<file path="src/core/fm_consts.svh">
// Constants for the fault monitor: register offsets, status bit positions,
// reset values and thermal comparator levels.
// Assumes inclusion by bare name from files under core/.
`ifndef FM_CONSTS_SVH
`define FM_CONSTS_SVH

// Register offsets on the serial register port
`define FM_ADDR_FAULT_STATUS 8'h0C
`define FM_ADDR_FAULT_CONFIG 8'h0D
`define FM_ADDR_WARN_THR 8'h10
`define FM_ADDR_SHUT_THR 8'h11

// Bit positions inside fault_status and fault_config
`define FM_BIT_SUPPLY 0
`define FM_BIT_ILLUM 1
`define FM_BIT_MIRROR 2
`define FM_BIT_POWER_ON 3
`define FM_BIT_IN_WARN 4
`define FM_BIT_IN_SHUT 5
`define FM_BIT_OT_WARN 6
`define FM_BIT_OT_SHUT 7

// Threshold field is five bits wide, upper bits read as zero
`define FM_THR_MSB 4

// Reset values
`define FM_RST_STATUS 8'h00
`define FM_RST_CONFIG 8'hFF
`define FM_RST_WARN_THR 8'h10
`define FM_RST_SHUT_THR 8'h08
`define FM_RST_RDATA 8'h00

// Die temperature levels in degrees C: set level and release level
`define FM_TEMP_WARN_SET 8'h78
`define FM_TEMP_WARN_CLR 8'h6E
`define FM_TEMP_SHUT_SET 8'h96
`define FM_TEMP_SHUT_CLR 8'h87

`endif

</file>
<file path="src/core/fm_pkg.sv">
// Types shared by the fault monitor.
// Assumes fm_consts.svh holds all numeric constants.
package fm_pkg;
   typedef logic [7:0] fm_byte_t;
   typedef logic [7:0] fm_addr_t;
   typedef logic [4:0] fm_code_t;

   // Power state, one-hot
   typedef enum logic [1:0] {
      FM_ST_RUN = 2'b01,
      FM_ST_SHUT = 2'b10
   } fm_state_e;
endpackage

</file>
<file path="src/core/fm_fault_monitor.sv">
// Fault monitor: latches block, input-voltage and thermal faults into
// fault_status, raises the interrupt line and forces shutdown.
// Assumes an upstream serial port decoder gives one-cycle read and write
// strobes with address and data, all synchronous to clk_i.
`timescale 1ns/1ps
`include "fm_consts.svh"

module fm_fault_monitor (
   // Clock and reset
   input wire logic clk_i,
   input wire logic reset_n_i,
   // Register port
   input wire logic reg_wr_i,
   input wire logic reg_rd_i,
   input wire fm_pkg::fm_addr_t reg_addr_i,
   input wire fm_pkg::fm_byte_t reg_wdata_i,
   output fm_pkg::fm_byte_t reg_rdata_o,
   output logic reg_rvalid_o,
   // Block fault sources
   input wire logic supply_fault_i,
   input wire logic illum_fault_i,
   input wire logic mirror_supply_fault_i,
   input wire logic power_on_request_pin_i,
   // Measured input voltage, same code scale as the thresholds
   input wire fm_pkg::fm_code_t vin_code_i,
   // Die temperature in degrees C
   input wire fm_pkg::fm_byte_t die_temp_i,
   // Fault outputs
   output logic irq_o,
   output logic shutdown_o,
   output logic input_low_warning_o,
   output logic overheat_warning_o
);
   import fm_pkg::*;

   // Below-threshold comparator; once active it holds until the code
   // climbs above the threshold, one code step of hysteresis
   function automatic logic below_hyst(input logic act, input fm_code_t v,
                                       input fm_code_t thr);
      below_hyst = act ? (v <= thr) : (v < thr);
   endfunction

   // Above-threshold comparator with separate set and release levels
   function automatic logic above_hyst(input logic act, input fm_byte_t t,
                                       input fm_byte_t set_lvl,
                                       input fm_byte_t clr_lvl);
      above_hyst = act ? (t > clr_lvl) : (t >= set_lvl);
   endfunction

   fm_byte_t fault_status;
   fm_byte_t fault_config;
   fm_byte_t input_warn_threshold;
   fm_byte_t input_shutdown_threshold;
   fm_byte_t prev_cond;
   fm_state_e state;
   logic in_warn_act;
   logic in_shut_act;
   logic ot_warn_act;
   logic ot_shut_act;

   // Address decode
   wire logic sel_status = (reg_addr_i == `FM_ADDR_FAULT_STATUS);
   wire logic sel_config = (reg_addr_i == `FM_ADDR_FAULT_CONFIG);
   wire logic sel_warn = (reg_addr_i == `FM_ADDR_WARN_THR);
   wire logic sel_shut = (reg_addr_i == `FM_ADDR_SHUT_THR);
   wire logic status_rd = reg_rd_i && sel_status;

   // Threshold fields, only the low five bits are stored
   wire fm_code_t warn_thr = input_warn_threshold[`FM_THR_MSB:0];
   wire fm_code_t shut_thr = input_shutdown_threshold[`FM_THR_MSB:0];

   // Comparator next values
   wire logic next_in_warn = below_hyst(in_warn_act, vin_code_i, warn_thr);
   wire logic next_in_shut = below_hyst(in_shut_act, vin_code_i, shut_thr);
   wire logic next_ot_warn = above_hyst(ot_warn_act, die_temp_i,
                                        `FM_TEMP_WARN_SET,
                                        `FM_TEMP_WARN_CLR);
   wire logic next_ot_shut = above_hyst(ot_shut_act, die_temp_i,
                                        `FM_TEMP_SHUT_SET,
                                        `FM_TEMP_SHUT_CLR);

   // Fault condition vector in fault_status bit order
   wire fm_byte_t cond = {ot_shut_act, ot_warn_act, in_shut_act,
                          in_warn_act, power_on_request_pin_i,
                          mirror_supply_fault_i, illum_fault_i,
                          supply_fault_i};

   // A fault counts once per onset, so a lasting fault cannot keep
   // re-raising the interrupt right after software has read it
   wire fm_byte_t rise = cond & ~prev_cond;
   wire fm_byte_t report = rise & fault_config;

   // Read clears what was seen; a new event in the same cycle wins
   wire fm_byte_t clr_mask = status_rd ? fault_status : 8'h00;
   wire fm_byte_t next_status = (fault_status & ~clr_mask) | report;

   // Severe faults ignore fault_config: masking must never defeat safety
   wire logic shut_req = in_shut_act || ot_shut_act;
   wire fm_state_e next_state = shut_req ? FM_ST_SHUT : state;

   // Read data mux; unmapped offsets read as zero
   wire fm_byte_t next_rdata =
      sel_status ? fault_status :
      sel_config ? fault_config :
      sel_warn ? {3'h0, warn_thr} :
      sel_shut ? {3'h0, shut_thr} : 8'h00;

   // Software-written registers
   always_ff @(posedge clk_i or negedge reset_n_i) begin
      if (!reset_n_i) begin
         fault_config <= `FM_RST_CONFIG;
         input_warn_threshold <= `FM_RST_WARN_THR;
         input_shutdown_threshold <= `FM_RST_SHUT_THR;
      end else if (reg_wr_i) begin
         if (sel_config) begin
            fault_config <= reg_wdata_i;
         end
         if (sel_warn) begin
            input_warn_threshold <= {3'h0, reg_wdata_i[`FM_THR_MSB:0]};
         end
         if (sel_shut) begin
            input_shutdown_threshold <= {3'h0,
                                         reg_wdata_i[`FM_THR_MSB:0]};
         end
      end
   end

   // Comparator states and onset detection
   always_ff @(posedge clk_i or negedge reset_n_i) begin
      if (!reset_n_i) begin
         in_warn_act <= 1'b0;
         in_shut_act <= 1'b0;
         ot_warn_act <= 1'b0;
         ot_shut_act <= 1'b0;
         prev_cond <= 8'h00;
      end else begin
         in_warn_act <= next_in_warn;
         in_shut_act <= next_in_shut;
         ot_warn_act <= next_ot_warn;
         ot_shut_act <= next_ot_shut;
         prev_cond <= cond;
      end
   end

   // Sticky status and power state; shutdown holds until device reset
   always_ff @(posedge clk_i or negedge reset_n_i) begin
      if (!reset_n_i) begin
         fault_status <= `FM_RST_STATUS;
         state <= FM_ST_RUN;
      end else begin
         fault_status <= next_status;
         state <= next_state;
      end
   end

   // Registered read answer, one cycle after the strobe
   always_ff @(posedge clk_i or negedge reset_n_i) begin
      if (!reset_n_i) begin
         reg_rdata_o <= `FM_RST_RDATA;
         reg_rvalid_o <= 1'b0;
      end else begin
         reg_rvalid_o <= reg_rd_i;
         if (reg_rd_i) begin
            reg_rdata_o <= next_rdata;
         end
      end
   end

   // Outputs
   assign irq_o = |fault_status;
   assign shutdown_o = (state == FM_ST_SHUT);
   assign input_low_warning_o = in_warn_act;
   assign overheat_warning_o = ot_warn_act;
endmodule // fm_fault_monitor

</file>
<file path="config.mk">
export PLATFORM = sky130hd
export DESIGN_NAME = fm_fault_monitor
export DESIGN_NICKNAME = d
export VERILOG_FILES = /design/src/core/fm_pkg.sv /design/src/core/fm_fault_monitor.sv
export VERILOG_INCLUDE_DIRS = /design/src /design/src/core
export SDC_FILE = /design/constraint.sdc
export NUM_CORES = 1
export LEC_CHECK = 0
export BUFFER_PORTS_ARGS = -buffer_cell sky130_fd_sc_hd__buf_4
export CAP_MARGIN = 10
export CELL_PAD_IN_SITES_DETAIL_PLACEMENT = 0
export CELL_PAD_IN_SITES_GLOBAL_PLACEMENT = 2
export CORE_UTILIZATION = 35
export CTS_CLUSTER_SIZE = 14
export DETAILED_ROUTE_END_ITERATION = 12
export PLACE_DENSITY_LB_ADDON = 0.05
export SLEW_MARGIN = 20
export SYNTH_ARGS = -nofsm -noshare
export SYNTH_HDL_FRONTEND = slang
export SYNTH_SLANG_ARGS = --single-unit
</file>
<file path="constraint.sdc">
create_clock -name clk_i -period 1.7 [get_ports clk_i]
set_clock_uncertainty 0.2 [all_clocks]
set_input_delay 0.085 -clock clk_i [delete_from_list [all_inputs] [get_ports clk_i]]
set_output_delay 0.085 -clock clk_i [all_outputs]
set_load 0.05 [all_outputs]
</file>
**Word-level counts from Yosys, hierarchy flattened**

Cells that the tools add are included.

- Register bits after elaboration: 49
- Bits in latches: 0
- RAM bits: 0
- Bits in read-only memories: 0
- Bits of input ports: 37
- Memories kept: 0

- $add $sub $neg: 0
- Multiply operators: 0
- Divide/modulo/power cells: 0
- Magnitude comparators: 8
- Equality and inequality tests: 5
- Shifts and indexed selects: 0
- Mux-type cells: 9
- Bitwise logic cells: 6
- Reduce and logical (&&, ||, !) cells: 6

Operators by type and width:

| operator | number |
|---|---|
| bitwise AND 8 bit | 3 |
| two-way mux 8 bit | 3 |
| equality test 8 x 4 -> 1 bit, second input constant | 2 |
| equality test 8 x 5 -> 1 bit, second input constant | 2 |
| inverter 8 bit | 2 |
| <= comparator 5 bit | 2 |
| < comparator 5 bit | 2 |
| two-way mux 5 bit | 2 |
| greater-or-equal comparator 8 x 7 -> 1 bit, second input constant | 1 |
| greater-or-equal comparator 8 bit, second input constant | 1 |
| greater-than comparator 8 x 7 -> 1 bit, second input constant | 1 |
| greater-than comparator 8 bit, second input constant | 1 |
| OR 8 bit | 1 |
| OR reduction 8 bit | 1 |
| AND reduction 2 bit | 3 |
| two-way mux 1 bit | 4 |
| equality test 2 bit, second input constant | 1 |
| logical AND 1 bit | 1 |
| logical OR 1 bit | 1 |

**Longest topological paths before layout**

- Word-level depth: 6
- Mapped depth: 6
- Gate-level depth less buffers: 6

**Worst setup path after synthesis**

Ideal clock, no wire load.

- Kind: input port to flip-flop
- Start: in reg_addr_i[5]
- End: reg input_shutdown_threshold[0]
- Arrival: 1.192 ns
- Data required time: 1.375 ns
- Setup slack: 0.183 ns
- Cell stages on the path: 4
- Cell sequence: nor4_4 > nand3_1 > nor2_4 > mux2_2

- Cells in the longest elaborated chain, start to end: 2

Ends and longest elaborated chain:

| item | line | source |
|---|---|---|
| start, declared | fm_fault_monitor.sv:15 | `input wire fm_pkg::fm_addr_t reg_addr_i,` |
| equality test 8 x 5 -> 1 bit (no line) | n/a |  |
| AND reduction 2 bit (no line) | n/a |  |
| end signal, assigned | fm_fault_monitor.sv:113 | `` input_shutdown_threshold <= `FM_RST_SHUT_THR; `` |
| end signal, assigned | fm_fault_monitor.sv:122 | `input_shutdown_threshold <= {3'h0,` |
| end, declared | fm_fault_monitor.sv:53 | `fm_byte_t input_shutdown_threshold;` |

Every way passes these cells.
A chain may end at the register's enable or synchronous reset.

**Worst setup path in the final report**

- Start: in die_temp_i[5]
- End: reg ot_warn_act (netlist: overheat_warning_o)

- Cells in the longest elaborated chain, start to end: 2
- Elaborated cells on any way between the ends: 3
- Classes of those cells: 2 x order compare; 1 x mux

Ends and longest elaborated chain:

| item | line | source |
|---|---|---|
| start, declared | fm_fault_monitor.sv:27 | `input wire fm_pkg::fm_byte_t die_temp_i,` |
| greater-or-equal comparator 8 x 7 -> 1 bit / greater-than comparator 8 x 7 -> 1 bit (equally long branches) | fm_fault_monitor.sv:47 | `above_hyst = act ? (t > clr_lvl) : (t >= set_lvl);` |
| two-way mux 1 bit (*) | fm_fault_monitor.sv:47 |  |
| named net next_ot_warn | fm_fault_monitor.sv:75 | `wire logic next_ot_warn = above_hyst(ot_warn_act, die_temp_i,` |
| end signal, assigned | fm_fault_monitor.sv:139 | `ot_warn_act <= next_ot_warn;` |
| end, declared | fm_fault_monitor.sv:58 | `logic ot_warn_act;` |

Mark *: on every way through the listed nets, which the timed path passes. The rest lies on a longest branch.

==> parameters.txt <==
Parameter                              Value

Clock network
  Latest clock arrival within the worst-skew pair ... 0.30 ns
  Buffers from clock root to sink, at most ... 2
  Deepest level of the CTS H-tree ... 2
  Cts bufs inserted ... 5
  Clock sink total ... roughly 50
  Clock tree from TritonCTS ... done
  Clock transition time at the flip-flop clock pins of the worst setup and hold paths ... 0.09 ns
  Clock Root Buffer ... sky130_fd_sc_hd__clkbuf_8

Floorplanning
  Die Span X ... just over 80 um
  Std-Cell Rows ... 28
  Die footprint ... ~6800 um^2
  Core area ... about 6000 um^2
  Boundary pin count ... 50
  Chip height ... around 80 um
  Starting density of the core ... ~37%

GRT
  Global route total overflow ... 0
  Total routing usage reported by global routing ... roughly 17%
  Number of global-route vias before repair ... 1641
  Global-route wire length before repair ... slightly above 8 mm
  Antenna violations before repair ... 0
  Largest net degree at the start of global routing ... 50

Yosys
  Synthesized net count ... 224
  Number of instances in the synthesized netlist ... 177
  Most frequent cell after synthesis ... sky130_fd_sc_hd__dfrtp_1
  Synth area leader ... sky130_fd_sc_hd__dfrtp_1
  Number of flops mapped to enable cells by yosys ... 0
  Sequential fraction of the synthesis area ... about 55%
  Fraction of post-synthesis cell area in the top cell type by area ... between 40% and 50%
  Prevailing post-synth register cell ... sky130_fd_sc_hd__dfrtp_1
  Cell area after synthesis ... around 2300 um^2
  Distinct cell type count after synthesis ... 34
  Async set-reset flop share out of synthesis ... 100%
  Top cells by instance count after synthesis ... sky130_fd_sc_hd__dfrtp_1 (38), sky130_fd_sc_hd__inv_1 (20), sky130_fd_sc_hd__mux2_2 (18)
  Yosys synthesis warning count ... 0
  Average cell area after synthesis ... between 10 and 15 um^2
  Count of state elements after synthesis ... a little under 50
  Most area-consuming cells after synthesis ... sky130_fd_sc_hd__dfrtp_1 (42%), sky130_fd_sc_hd__dfstp_2 (13%), sky130_fd_sc_hd__mux2_2 (9.0%)

Route
  Number of nets with antenna violations after routing ... 0
  Vias after detailed routing ... 1678
  Detailed Routing Iterations Pass 1 ... 4
  Final routed wire length divided by cell count ... roughly 16 um
  Total Wirelength ... around 5.3 mm
  Routed vias/inst ... between 5 and 6
  Residual DRC ... 0
  Violation count after the first detailed-route iteration ... 90

Timing
  Setup repair after global routing missed its margin ... no
  Maximum clock frequency ... ~610 MHz
  Slew Limit Headroom ... around 60%
  Final hold viol count ... 0
  Final critical-path share of the clock period ... a little over nine tenths
  Min Clock Period, post-route ... approximately 1.6 ns
  Slew at the pin with the worst max-slew slack ... between 0.6 and 0.7 ns
  Slew Viols, Final ... 0
  Number of setup violations in the final report ... 0
  Smallest hold slack ... 0.0156 ns

Pwr
  Worst IR Drop VDD ... between 0.3 and 0.4 mV
  Standby leakage power ... between 1 and 1.5 nW
  Pwr dens ... around 800 nW/um^2

Critical path
  Category of the critical setup timing path ... in -> reg
  Maximum fanout count along the critical path ... 3
  Endpoint required time on the critical path ... 1.69 ns
  Nature of the critical path endpoint ... flip-flop
  CP Launch Type ... primary input
  Arrival time reported for the critical path endpoint ... ~1.6 ns

Cells and area
  Final cell count without fillers ... between 300 and 400
  Layout cells sized above 1 ... 37.3%
  Area growth, synth to finish ... 36.6%
  NumNets Final ... between 300 and 400
  Antenna diode count ... 0

Placement
  Number of input and output port buffers inserted ... 49
  Instance count after placement with tap cells included ... 302
  Detailed-placement wirelength estimate ... 3.81 mm
  RePlAce Congestion ... ~0.8

Status
  Status ... finished clean

Run
  Count of max-cap constraint violations ... 0

Min path
  Path category of the worst min-delay check ... in -> reg
-- stage by stage --
step / power [W] / util [%] / setup slack, ns / setup TNS (ns) / instance area [um^2]
after floorplan: 0.00156 / - / 0.183 / 0 / 2260
after global placement: 0.00174 / 45.2 / 0.0157 / 0 / 2740
after detailed placement: 0.00176 / 45.2 / -0.0147 / -0.0747 / 2740
after CTS: 0.00251 / 50.9 / 0.0613 / 0 / 3080
after global routing: 0.00261 / 50.9 / 0.00251 / 0 / 3080
final: 0.00247 / 50.9 / 0.0670 / 0 / 3080
-- power breakdown --
group | internal (W) | switching [W]
Combinational | 0.000235 | 0.000202
Sequential | 0.00127 | 0.0000784
Clock | 0.000292 | 0.000391
Total | 0.00179 | 0.000671
-- area by class of cell --
class                      count  area, um^2
clock buffer                   5        68.8
fill                         590        2980
timing repair buffer          79         656
clock inverter                 3        21.3
tap                           75        93.8
multi-input combinational    104         930
inverter                      20        75.1
sequential                    49        1240
-- worst paths after layout --
check | from | to | slack [ns] | depth (start not counted)
max reg2reg | input_shutdown_threshold[3] | in_shut_act | 0.15 | 5
max | die_temp_i[5] | overheat_warning_o | 0.07 | 5
min in group asynchronous | reset_n_i | input_shutdown_threshold[1] | 0.15 | 2
min reg2reg | input_low_warning_o | prev_cond[4] | 0.25 | 0
max in group asynchronous | reset_n_i | fault_status[6] | 0.74 | 2
min | reg_addr_i[0] | reg_rdata_o[0] | 0.02 | 3
-- layer usage --
layer	GRT usage [%]	routed length (um)	share of wire (%)
met2	26.6	2470	47
met1	24.1	2520	48
met3	3.30	247	4.7
met4	3.16	24	0.46
met5	0	0	0
-- flip-flops by register name (all words and copies together) (netlist names) --
name / count
fault_config: 8
fault_status: 8
prev_cond: 8
input_low_warning_o: 1
reg_rvalid_o: 1
reg_rdata_o: 8
overheat_warning_o: 1
input_warn_threshold: 5
ot_shut_act: 1
state: 2
in_shut_act: 1
input_shutdown_threshold: 5
-- worst max-delay path: stages --
cell and delay (ns):
sky130_fd_sc_hd__dlygate4sd3_1 0.54, sky130_fd_sc_hd__buf_4 0.14, sky130_fd_sc_hd__a41oi_1 0.20, sky130_fd_sc_hd__dlygate4sd3_1 0.58, sky130_fd_sc_hd__o21ai_0 0.07
-- cells by family (layout without fill, tap and decap cells) --
| group | Yosys count | count (layout) | synth area share, % |
|---|---|---|---|
| DFF | 49 | 49 | 54.9 |
| AOI/OAI and AO/OA | 30 | 30 | 10.5 |
| and+or+nand+nor | 33 | 33 | 10.1 |
| muxes | 31 | 31 | 14.7 |
| adders and majority gates | 10 | 10 | 5.54 |
| buffers and inverters | 24 | 107 | 4.16 |
-- what timing repair did --
item | CTS | global route
gates resized for setup | 1 | 1
hold buffers | 25 | 0
setup buffers | 0 | 0
hold endpoints to repair | 87 | 0
endpoints found under the setup margin | 1 | 1
-- cell usage in the layout, fill, tap and decap left out, drive strengths merged, types with 4 or more instances in the layout --
cell type     n
buf          54
dfrtp        38
dlygate4sd3  25
inv          21
mux2         18
mux2i        13
dfstp        11
ha           10
a32o          8
nand2b        5
o221ai        5
clkbuf        5
nand3         5
nand2         4
nor2          4
(Power assumes the default switching activity.)
